<file path="src/sagen_defines.svh">
// Constants for the segment address generator
`ifndef SAGEN_DEFINES_SVH
`define SAGEN_DEFINES_SVH
`define SAG_W          16
`define SAG_IND_BIT    15
`define SAG_MSB        15
`define SAG_HALF_MSB   14
`define SAG_LSB        0
`define SAG_WORD_LSB   1
`define SAG_SIGN_FILL  8
`define SAG_DISP_LSB   0
`define SAG_DISP_MSB   7
`define SAG_STACK_TOP  16'h7FFF
`define SAG_ONE        16'h0001
`define SAG_ZERO       16'h0000
`define SAG_PC_RESET   16'h0000
`define SAG_L_RESET    16'h0000
`define SAG_S_RESET    16'h0000
`endif

</file>
<file path="src/sagen_pkg.sv">
// Types for the segment address generator
package sagen_pkg;
   typedef enum logic [3:0] {
      SAG_OP_NONE, SAG_OP_BRANCH, SAG_OP_CODE_WORD, SAG_OP_CODE_BYTE,
      SAG_OP_LOAD_INDEX, SAG_OP_NSTORE, SAG_OP_LOAD_WORD, SAG_OP_STORE_WORD,
      SAG_OP_LOAD_BYTE, SAG_OP_STORE_BYTE, SAG_OP_LOAD_DOUBLE, SAG_OP_STORE_DOUBLE,
      SAG_OP_ADD_MEM, SAG_OP_CODE_WRITE
   } sagen_op_e;

   typedef enum logic [2:0] {
      SAG_STK_NONE, SAG_STK_PUSH, SAG_STK_POP, SAG_STK_CALL, SAG_STK_EXIT
   } sagen_stk_e;

   typedef struct packed {
      sagen_op_e   op;
      logic [15:0] instr;
      logic [15:0] direct_addr;
      logic        indirect;
      logic [15:0] index;
   } sagen_req_s;

   typedef struct packed {
      logic        valid;
      logic        code_seg;
      logic        write;
      logic [15:0] addr;
   } sagen_mem_s;
endpackage : sagen_pkg

</file>
<file path="src/sagen_core.sv">
// Segment address generator for code and data segments
//
// Behaviour
// - Code targets are relative to program counter
// - Displacement spans minus 128 to 127
// - Direct target is counter plus signed displacement
// - Indirect adds fetched word to direct target
// - Taken branch fetches at target, then loads counter with target plus one
// - Code constant fetch goes to stack top
// - Register offset added before final code address
// - Code byte access stays in counter's half
// - Data segment holds 65536 sixteen-bit words
// - Stack-top register wraps over the full 16-bit range
// - Data address direct or pointer, plus index
// - Nine memory-reference operations supported
// - Global base equals data address zero
// - Local base register holds procedure area start
// - Local base advances on call, returns on exit
// - Stack-top register holds last defined word
// - Stack top moves on push, pop, call, exit
// - Data accesses issued as word addresses
// - Word load puts data word on stack top
// - Counter holds current instruction plus one
// - Code write attempt raises address trap
`include "sagen_defines.svh"
`timescale 1ns/1ps
`default_nettype none

module sagen_core
   import sagen_pkg::*;
(
   // Clock and reset
   input  wire logic             clk,
   input  wire logic             reset_n,
   input  wire logic             clk_en,
   // Sequencer requests
   input  wire sagen_req_s       req,
   input  wire logic             req_valid,
   input  wire logic             instr_start,
   input  wire sagen_stk_e       stk_op,
   input  wire logic [15:0]      stk_amount,
   input  wire logic [15:0]      call_local,
   input  wire logic [15:0]      exit_local,
   // Memory side
   input  wire logic [15:0]      mem_rdata,
   input  wire logic             mem_rvalid,
   output var  sagen_mem_s       mem_req,
   // Results
   output logic [15:0]           stack_top_data,
   output logic                  stack_top_load,
   output logic [15:0]           pc,
   output logic [15:0]           local_base,
   output logic [15:0]           stack_ptr,
   output logic                  byte_right,
   output logic                  addr_trap,
   output logic                  busy
);

   typedef enum logic [1:0] {ST_IDLE, ST_PTR, ST_OPER, ST_FETCH} sagen_state_e;

   logic [1:0]   rst_sync_q;
   logic         rst_n;
   sagen_state_e state_q;
   sagen_op_e    op_q;
   logic [15:0]  base_q;
   logic [15:0]  index_q;
   logic [15:0]  disp_ext;
   logic [15:0]  dir_target;

   // Wrapping 16-bit add
   function automatic logic [15:0] sag_add(input logic [15:0] a, input logic [15:0] b);
      sag_add = 16'(a + b);
   endfunction : sag_add

   // Clamp a byte-derived code address into the counter's half
   function automatic logic [15:0] sag_half(input logic [15:0] a, input logic [15:0] p);
      sag_half = {p[`SAG_MSB], a[`SAG_HALF_MSB:`SAG_LSB]};
   endfunction : sag_half

   // Sign-extended code displacement
   function automatic logic [15:0] sag_disp(input logic [15:0] i);
      sag_disp = {{`SAG_SIGN_FILL{i[`SAG_DISP_MSB]}}, i[`SAG_DISP_MSB:`SAG_DISP_LSB]};
   endfunction : sag_disp

   // Word part of a byte address or byte index
   function automatic logic [15:0] sag_word_of(input logic [15:0] b);
      sag_word_of = {1'b0, b[`SAG_MSB:`SAG_WORD_LSB]};
   endfunction : sag_word_of

   // Code byte address: word offset added, kept in the counter's half
   function automatic logic [15:0] sag_code_byte(input logic [15:0] a, input logic [15:0] x,
                                                 input logic [15:0] p);
      sag_code_byte = sag_half(sag_add(a, sag_word_of(x)), p);
   endfunction : sag_code_byte

   // Operations that write the data segment
   function automatic logic sag_is_store(input sagen_op_e op);
      sag_is_store = (op == SAG_OP_NSTORE) || (op == SAG_OP_STORE_WORD) ||
                     (op == SAG_OP_STORE_BYTE) || (op == SAG_OP_STORE_DOUBLE);
   endfunction : sag_is_store

   // Byte operations on the data segment
   function automatic logic sag_is_byte(input sagen_op_e op);
      sag_is_byte = (op == SAG_OP_LOAD_BYTE) || (op == SAG_OP_STORE_BYTE);
   endfunction : sag_is_byte

   // Address of the word after a given one
   function automatic logic [15:0] sag_next(input logic [15:0] a);
      sag_next = sag_add(a, `SAG_ONE);
   endfunction : sag_next

   // Reset release through two flip-flops
   always_ff @(posedge clk or negedge reset_n) begin
      if (!reset_n) begin
         rst_sync_q <= '0;
      end else begin
         rst_sync_q <= {rst_sync_q[`SAG_LSB], 1'b1};
      end
   end
   assign rst_n = rst_sync_q[1];

   assign disp_ext   = sag_disp(req.instr);
   assign dir_target = sag_add(pc, disp_ext);

   // Request sequencing and memory address generation
   always_ff @(posedge clk or negedge rst_n) begin
      if (!rst_n) begin
         state_q        <= ST_IDLE;
         op_q           <= SAG_OP_NONE;
         base_q         <= `SAG_ZERO;
         index_q        <= `SAG_ZERO;
         mem_req        <= '0;
         byte_right     <= 1'b0;
         busy           <= 1'b0;
      end else if (clk_en) begin
         case (state_q)
            ST_IDLE: begin
               mem_req <= '0;
               if (req_valid) begin
                  op_q    <= req.op;
                  index_q <= req.index;
                  case (req.op)
                     SAG_OP_NONE: begin
                        busy <= 1'b0;
                     end
                     SAG_OP_CODE_WRITE: begin
                        busy <= 1'b0;
                     end
                     SAG_OP_BRANCH, SAG_OP_CODE_WORD, SAG_OP_CODE_BYTE: begin
                        base_q <= dir_target;
                        busy   <= 1'b1;
                        if (req.instr[`SAG_IND_BIT]) begin
                           mem_req <= '{valid: 1'b1, code_seg: 1'b1, write: 1'b0, addr: dir_target};
                           state_q <= ST_PTR;
                        end else if (req.op == SAG_OP_BRANCH) begin
                           mem_req <= '{valid: 1'b1, code_seg: 1'b1, write: 1'b0, addr: dir_target};
                           state_q <= ST_FETCH;
                        end else if (req.op == SAG_OP_CODE_BYTE) begin
                           mem_req <= '{valid: 1'b1, code_seg: 1'b1, write: 1'b0,
                                        addr: sag_code_byte(dir_target, req.index, pc)};
                           byte_right <= req.index[`SAG_LSB];
                           state_q <= ST_OPER;
                        end else begin
                           mem_req <= '{valid: 1'b1, code_seg: 1'b1, write: 1'b0,
                                        addr: sag_add(dir_target, req.index)};
                           state_q <= ST_OPER;
                        end
                     end
                     default: begin
                        busy   <= 1'b1;
                        base_q <= req.direct_addr;
                        if (req.indirect) begin
                           mem_req <= '{valid: 1'b1, code_seg: 1'b0, write: 1'b0, addr: req.direct_addr};
                           state_q <= ST_PTR;
                        end else begin
                           mem_req <= '{valid: 1'b1, code_seg: 1'b0, write: sag_is_store(req.op),
                                        addr: sag_add(req.direct_addr, req.index)};
                           byte_right <= 1'b0;
                           state_q <= ST_OPER;
                        end
                     end
                  endcase
               end
            end
            ST_PTR: begin
               mem_req.valid <= 1'b0;
               if (mem_rvalid) begin
                  mem_req.valid <= 1'b1;
                  if (mem_req.code_seg) begin
                     if (op_q == SAG_OP_BRANCH) begin
                        mem_req.addr <= sag_add(base_q, mem_rdata);
                        state_q      <= ST_FETCH;
                     end else if (op_q == SAG_OP_CODE_BYTE) begin
                        mem_req.addr <= sag_code_byte(sag_add(base_q, mem_rdata), index_q, pc);
                        byte_right   <= index_q[`SAG_LSB];
                        state_q      <= ST_OPER;
                     end else begin
                        mem_req.addr <= sag_add(sag_add(base_q, mem_rdata), index_q);
                        state_q      <= ST_OPER;
                     end
                  end else begin
                     mem_req.write <= sag_is_store(op_q);
                     if (sag_is_byte(op_q)) begin
                        mem_req.addr <= sag_add(sag_word_of(mem_rdata), index_q);
                        byte_right   <= mem_rdata[`SAG_LSB];
                     end else begin
                        mem_req.addr <= sag_add(mem_rdata, index_q);
                        byte_right   <= 1'b0;
                     end
                     state_q <= ST_OPER;
                  end
               end
            end
            ST_FETCH: begin
               mem_req.valid <= 1'b0;
               if (mem_rvalid) begin
                  state_q <= ST_IDLE;
                  busy    <= 1'b0;
               end
            end
            ST_OPER: begin
               mem_req.valid <= 1'b0;
               if (mem_req.write || mem_rvalid) begin
                  state_q <= ST_IDLE;
                  busy    <= 1'b0;
               end
            end
            default: begin
               state_q <= ST_IDLE;
            end
         endcase
      end
   end

   // Operand word handed to the register stack top
   always_ff @(posedge clk or negedge rst_n) begin
      if (!rst_n) begin
         stack_top_data <= `SAG_ZERO;
         stack_top_load <= 1'b0;
      end else if (clk_en) begin
         stack_top_load <= 1'b0;
         if (state_q == ST_OPER && !mem_req.write && mem_rvalid && op_q != SAG_OP_LOAD_INDEX) begin
            stack_top_data <= mem_rdata;
            stack_top_load <= 1'b1;
         end
      end
   end

   // Trap on an attempted code write
   always_ff @(posedge clk or negedge rst_n) begin
      if (!rst_n) begin
         addr_trap <= 1'b0;
      end else if (clk_en) begin
         addr_trap <= state_q == ST_IDLE && req_valid && req.op == SAG_OP_CODE_WRITE;
      end
   end

   // Program counter
   always_ff @(posedge clk or negedge rst_n) begin
      if (!rst_n) begin
         pc <= `SAG_PC_RESET;
      end else if (clk_en) begin
         if (state_q == ST_FETCH && mem_rvalid) begin
            pc <= sag_next(mem_req.addr);
         end else if (instr_start) begin
            pc <= sag_next(pc);
         end
      end
   end

   // Local base register
   always_ff @(posedge clk or negedge rst_n) begin
      if (!rst_n) begin
         local_base <= `SAG_L_RESET;
      end else if (clk_en) begin
         if (stk_op == SAG_STK_CALL) begin
            local_base <= call_local;
         end else if (stk_op == SAG_STK_EXIT) begin
            local_base <= exit_local;
         end
      end
   end

   // Stack-top register
   always_ff @(posedge clk or negedge rst_n) begin
      if (!rst_n) begin
         stack_ptr <= `SAG_S_RESET;
      end else if (clk_en) begin
         case (stk_op)
            SAG_STK_PUSH, SAG_STK_CALL: begin
               stack_ptr <= sag_add(stack_ptr, stk_amount);
            end
            SAG_STK_POP, SAG_STK_EXIT: begin
               stack_ptr <= 16'(stack_ptr - stk_amount);
            end
            default: begin
               stack_ptr <= stack_ptr;
            end
         endcase
      end
   end

endmodule : sagen_core

`default_nettype wire

</file>
<file path="config.mk">
export PLATFORM = sky130hd
export DESIGN_NAME = sagen_core
export DESIGN_NICKNAME = d
export VERILOG_FILES = /design/src/sagen_pkg.sv /design/src/sagen_core.sv
export VERILOG_INCLUDE_DIRS = /design/src /design/src/src
export SDC_FILE = /design/constraint.sdc
export NUM_CORES = 1
export LEC_CHECK = 0
export BUFFER_PORTS_ARGS = -buffer_cell sky130_fd_sc_hd__buf_2
export CAP_MARGIN = 30
export CORE_UTILIZATION = 26
export CTS_CLUSTER_DIAMETER = 120
export DETAILED_ROUTE_END_ITERATION = 7
export SLEW_MARGIN = 20
export SYNTH_ARGS = -nofsm -noshare
export SYNTH_HDL_FRONTEND = slang
export SYNTH_SLANG_ARGS = --single-unit
export TNS_END_PERCENT = 5
</file>
<file path="constraint.sdc">
create_clock -name clk -period 10.8 [get_ports clk]
set_input_delay 0.54 -clock clk [delete_from_list [all_inputs] [get_ports clk]]
set_output_delay 0.54 -clock clk [all_outputs]
set_load 0.01 [all_outputs]
</file>
==> results of run 1 <==
-- routing by layer --
| layer | part of all wire (%) | GRT usage (%) |
|---|---|---|
| met5 | 0.020 | 0 |
| met1 | 44 | 23.6 |
| met3 | 4.8 | 1.73 |
| met4 | 3.1 | 6.78 |
| met2 | 48 | 31.4 |
-- cell families after synthesis --
family / synth area share (%)
flops: 23.1
xor+xnor: 7.78
buf+inv: 3.32
fa+ha+maj: 13.9
mux: 5.92
compound gates: 26.7
simple gates: 19.2
other cells: 0.0273
-- final cells by class --
cell class	count	area, µm²
Timing Repair Buffer	225	1190
Multi-Input combinational cell	1494	10100
Sequential cell	127	3180
Clock inverter	13	156
Inverter	47	176
Clock buffer	19	433
Tap cell	680	851
Fill cell	5514	35600
-- registers in the layout, indices dropped and copies added, names as in the netlist --
signal          flops
pc                 16
local_base         16
state_q             2
op_q                4
rst_sync_q          2
index_q            16
stack_ptr          16
byte_right          1
stack_top_data     16
stack_top_load      1
busy                1
mem_req            19
addr_trap           1
base_q             16
-- worst max-delay path: cells and delay by family (launching register included) --
family	cells	cell delay (ns)
fa+ha+maj	3	1.07
compound gates	8	2.01
mux	1	0.27
simple gates	4	0.50
xor+xnor	1	0.54
flops	1	0.45
-- power by group through the flow --
stage	Sequential, mW	Combinational [mW]	Clock [mW]
2_1_floorplan	0.911	3.12	0
3_3_place_gp	0.974	4.10	0
3_5_place_dp	0.981	4.19	0
4_1_cts	0.973	4.22	0.616
5_1_grt	1.01	4.72	0.630
6_report	0.979	4.26	0.599
-- placed cells by master (no fill, tap or decap), types with 52 or more instances in the layout --
master / count
nand2_1: 221
dfrtp_1: 126
xnor2_1: 80
nand3_1: 53
o21ai_0: 133
nor3_1: 52
nor2_1: 144
a21oi_1: 144
ha_1: 138
buf_2: 205
-- metrics by stage --
step	total power [mW]	hold WS, ns	instances	area [µm²]
after floorplan	4.03	0.244	1733	13700
after CTS	5.81	0.308	2602	16100
after detailed placement	5.17	0.300	2569	15500
after global routing	6.36	0.335	2605	16100
after global placement	5.07	0.306	2569	15500
final	5.84	0.283	2605	16100
-- how the worst min path moves through the flow --
stage                       start              to  slack [ns]  depth (start not counted)
floorplan                 reset_n   rst_sync_q[0]        0.24                          0
global placement    rst_sync_q[1]  local_base[11]        0.31                          0
detailed placement  rst_sync_q[1]  local_base[11]        0.30                          0
CTS                 rst_sync_q[1]  local_base[11]        0.31                          0
global route        rst_sync_q[1]  local_base[11]        0.33                          0
finish              rst_sync_q[1]  local_base[11]        0.28                          0
==> flow_summary.yaml, run 1 <==
run_status:
  outcome: "finished clean"
power_and_ir_drop:
  comb_power_share_pct: 73.0
  ir_drop_uv: 121
  power_leakage_nw: 7.34
  switchingPower_mw: 3.03
  sw_frac_of_total_pct: 52.0
  seqPwrFrac_pct: 16.8
  power.density_mw_per_mm2: 363
  clockPowerShare_pct: 10.3
  intPower_mw: 2.81
timing:
  hold_viol: 0
  worst_slack_ns: 5.81
  worstMarginPinSlew_ns: 0.902
  drv_slew: 0
  slew-limit-headroom_pct: 39.9
  finClkSkew_ns: 0.0127
  fin_tns_setup_ns: 0
  rsz0062_at_grt: "no"
  min_period_over_period_pct: 46.2
  period_needed_ns: 4.99
  fmax_mhz: 201
  setup_viol: 0
cells_and_area:
  layout-drive-gt1-share_pct: 17.0
  nNetsFinal: 2185
  synthToLayoutAreaGrowth_pct: 17.3
  antenna_cells: 0
  fin_util_pct: 31.1
synth:
  ys_ff_latch: 127
  ys_async_sr_fraction_pct: 100
  synth.distinct_cells: 85
  syn_area_per_cell_um2: 7.92
  ys_warn_count: 0
  synth.yosys.seq_area_share_pct: 23.1
  synthCells: 1733
  synth_top_area_share_pct: 23.1
  synth_common_cells: "nand2_1, nor2_1, a21oi_1, ha_1, o21ai_0"
  synth_area_leaders: "dfrtp_1, ha_1, nand2_1"
  synth-edff-count: 0
  postSynthNetCount: 2006
  ys.flop_type: "dfrtp_1"
  yosysMostFrequentCell: "nand2_1"
  synth_area_mm2: 0.0137
  synth.largest_area_cell: "dfrtp_1"
route:
  drt.antenna.violating_nets: 0
  drtIter0Drc: 1051
  drt_wl_total_mm: 49.7
  avgViaCountPerCell: 5.33
  vias: 13900
  drc: 0
  wl_per_cell_um: 19.1
  dr.pass1.iters: 6
floorplanning:
  dieArea_mm2: 0.0537
  fp.dieH_um: 232
  coreArea_mm2: 0.0517
  fp.dieW_um: 232
  rows: 83
  start_util_pct: 26.5
  io_pins: 213
setup_path:
  criticalPathCategory: "flip-flop to flip-flop"
  r2r_start: "pc[0]"
  crit_slowest_cell: "xnor2_1"
  r2r_slack_ns: 5.81
  crit_end: "mem_req[15]"
  worstPathRequired_ns: 11.09
  crit_fanout: 5
  reg2reg_depth: 17
  cp.arrival_ns: 5.28
  rr_endpoint: "mem_req[15]"
  crit_chain: "ha_1 > fa_1 > a211oi_2 > o21ai_1 > a211oi_2 > nor2_1 > xnor2_1 > ha_1 > a21oi_1 > nand2_1 > a211o_1 > nand2_1 > a2bb2oi_1 > mux2i_1 > a211oi_1 > o31ai_1 > nand3_1"
  end_kind: "flip-flop"
  cp-start-kind: "flip-flop"
  critPathLaunch: "pc[0]"
  max_stage_delay_ns: 0.54
clock_tree:
  numCtsBuffers: 17
  htreeDepth: 4
  cts_tree: "yes"
  post_cts_buffers: 0
  cts_sinks: 127
  cts_resized: 0
  cts.path.max_buffers: 2
  clk_pin_slew_ns: 0.07
  hold_buffers: 1
  cts_root_buffer: "clkbuf_16"
  insertion_delay_ns: 0.44
global_route:
  gr-usage-all-layers_pct: 18.3
  grt_pass1_vias: 13200
  grt_pass1_wl_mm: 76.2
  grt-ovfl-total: 0
  grt_max_degree: 53
  antenna_found_initial: 1
hold_path:
  hold_path_class: "flip-flop to async pin"
placement:
  post-place-ws_ns: 5.71
  dp_hpwl_mm: 40.1
  gp_congestion: 0.934
  numPortBuffers: 205
run:
  maxCapViolCount: 0
Note: power is estimated with default switching activity, not from simulation.
==> run 2: changes to the inputs <==
- ABC_AREA: unset -> 1
- clock period: 10.8 -> 4.9 ns (I/O delays scaled with it)
==> flow_summary.yaml, run 2 <==
placement:
  numPortBuffers: 205
  gp_congestion: 0.943
  post-place-ws_ns: 0.995
  dp_hpwl_mm: 42.4
clock_tree:
  insertion_delay_ns: 0.45
  cts.path.max_buffers: 2
  cts_resized: 0
  cts_sinks: 127
  htreeDepth: 4
  cts_root_buffer: "clkbuf_16"
  post_cts_buffers: 0
  cts_tree: "yes"
  clk_pin_slew_ns: 0.06
  numCtsBuffers: 17
timing:
  min_period_over_period_pct: 80.9
  worstMarginPinSlew_ns: 0.981
  finClkSkew_ns: 0.0119
  slew-limit-headroom_pct: 34.6
  setup_viol: 0
  hold_viol: 0
  fmax_mhz: 252
  drv_slew: 0
  fin_tns_setup_ns: 0
  worst_slack_ns: 0.934
  period_needed_ns: 3.97
  rsz0062_at_grt: "no"
global_route:
  antenna_found_initial: 3
  grt_max_degree: 50
  grt_pass1_wl_mm: 77.2
  gr-usage-all-layers_pct: 18.6
  grt_pass1_vias: 13600
  grt-ovfl-total: 0
power_and_ir_drop:
  power_leakage_nw: 8.48
  ir_drop_uv: 304
  power.density_mw_per_mm2: 792
cells_and_area:
  final-seq-area_mm2: 0.00318
  synthToLayoutAreaGrowth_pct: 17.7
  multiInputGateArea_mm2: 0.00949
  layout_commonest_cell: "nand2_1"
  largest_reg_flops: 19
  layout-drive-gt1-share_pct: 12.8
  nNetsFinal: 2600
  final_cell_mix: "nand2_1, inv_1, buf_2, o21ai_0, a21oi_1"
  fill_cells: 5879
  largest_register: "mem_req"
route:
  drt.antenna.violating_nets: 0
  vias: 14800
  drc: 0
  drt_wl_total_mm: 51.2
  drtIter0Drc: 1078
  avgViaCountPerCell: 4.88
  dr.pass1.iters: 8
  wl_per_cell_um: 16.9
hold_path:
  hold_path_class: "input port to flip-flop"
  min_from: "req[51]"
floorplanning:
  fp.dieH_um: 233
  fp.dieW_um: 233
  rows: 84
  dieArea_mm2: 0.0543
  coreArea_mm2: 0.0527
  io_pins: 213
  start_util_pct: 26.3
synth:
  synth.largest_area_cell: "dfrtp_1"
  yosysMostFrequentCell: "nand2_1"
  synth-edff-count: 0
  synth_top_area_share_pct: 22.9
  ys_ff_latch: 127
  synthCells: 2131
  ys_warn_count: 0
  syn_area_per_cell_um2: 6.51
  synth_area_leaders: "dfrtp_1, nand2_1, ha_1"
  postSynthNetCount: 2404
  synth.yosys.seq_area_share_pct: 22.9
  ys.flop_type: "dfrtp_1"
  ys_async_sr_fraction_pct: 100
  synth_area_mm2: 0.0139
  synth_common_cells: "nand2_1, inv_1, o21ai_0, a21oi_1, nor2_1"
  synth.distinct_cells: 56
setup_path:
  critPathLaunch: "pc[2]"
  r2r_start: "pc[2]"
  end_kind: "flip-flop"
  crit_fanout: 5
  cp.arrival_ns: 4.30
  cp-start-kind: "flip-flop"
  worstPathRequired_ns: 5.23
  criticalPathCategory: "flip-flop to flip-flop"
run:
  maxCapViolCount: 0
run_status:
  outcome: "finished clean"
[run 2: path summary, 6_finish.rpt]
kind                       depth (start not counted)                end  slack [ns]
setup / recovery                                  23        mem_req[14]        0.93
setup reg to reg                                  23        mem_req[14]        0.93
hold / removal                                     2            op_q[2]        0.09
min in group asynchronous                          2      rst_sync_q[1]        0.11
hold reg to reg                                    0        mem_req[16]        0.27
max in group asynchronous                          1  stack_top_data[6]        3.60
[run 2: area by class of cell]
| cell class | count | area share, % |
|---|---|---|
| Antenna cell | 1 | 0.0153 |
| Timing Repair Buffer | 228 | 7.53 |
| Sequential cell | 127 | 19.5 |
| Tap cell | 688 | 5.27 |
| Inverter | 267 | 6.14 |
| Clock buffer | 17 | 2.61 |
| Clock inverter | 15 | 0.774 |
| Multi-Input combinational cell | 1686 | 58.2 |
[run 2: what timing repair did]
action	4_1_cts	5_1_grt
hold buffers	1	0
setup endpoints to repair	0	0
endpoints found under the hold margin	2	0
[run 2: cells by family (layout without fill, tap and decap cells)]
group                    Yosys count  after routing  synth area share, %
other                              1              2               0.0270
AND/OR/NAND/NOR                  929            929                 27.6
buffers and inverters            318            527                 8.73
multiplexers                      16             16                 1.29
flip-flops                       127            127                 22.9
XOR/XNOR                          74             74                 4.67
adder cells (fa/ha/maj)          147            147                 13.7
AO/OA/AOI/OAI                    519            519                 21.0
[run 2: worst max-delay path: stages, from the launching register on]
cell and delay, ns:
dfrtp_1 0.42, ha_1 0.36, a21oi_1 0.14, nand2_1 0.11
nand2_1 0.08, nand2_1 0.12, a21oi_1 0.25, o21bai_1 0.12
xor2_1 0.37, inv_1 0.15, ha_1 0.36, inv_1 0.07
nor3_1 0.29, nand4_1 0.11, o21ai_0 0.25, inv_1 0.06
nand2_1 0.06, nand3_1 0.07, nand2_1 0.09, nand3_1 0.07
nand2_1 0.07, nand2_1 0.10, nand2_1 0.07, nand2_1 0.05
[run 2: routing by layer]
metal / track usage (%) / vias to the layer above / wire length, µm
li1: - / 7518 / -
met1: 25.5 / 6758 / 23900
met2: 30.3 / 442 / 23500
met3: 2.49 / 60 / 2910
met4: 4.96 / 0 / 1000
met5: 0 / - / 0
[run 2: metrics by stage]
step / power [mW] / util (%) / instance area [µm²] / instances / hold WS (ns)
floorplan: 8.81 / - / 13900 / 2131 / -0.0506
global placement: 11.5 / 29.8 / 15700 / 2992 / 0.0334
detailed placement: 11.5 / 29.9 / 15700 / 2993 / 0.0387
CTS: 12.8 / 30.9 / 16300 / 3026 / 0.0616
global route: 14.3 / 31.0 / 16300 / 3028 / 0.0778
finish: 12.9 / 31.0 / 16300 / 3029 / 0.0893
[run 2: power breakdown]
part           leakage, nW  total (mW)  internal (mW)  switching [mW]
Combinational         6.69        9.63           3.49            6.15
Clock                0.264        1.22          0.661           0.561
Sequential            1.53        2.08           1.50           0.579
Total                 8.48        12.9           5.65            7.29
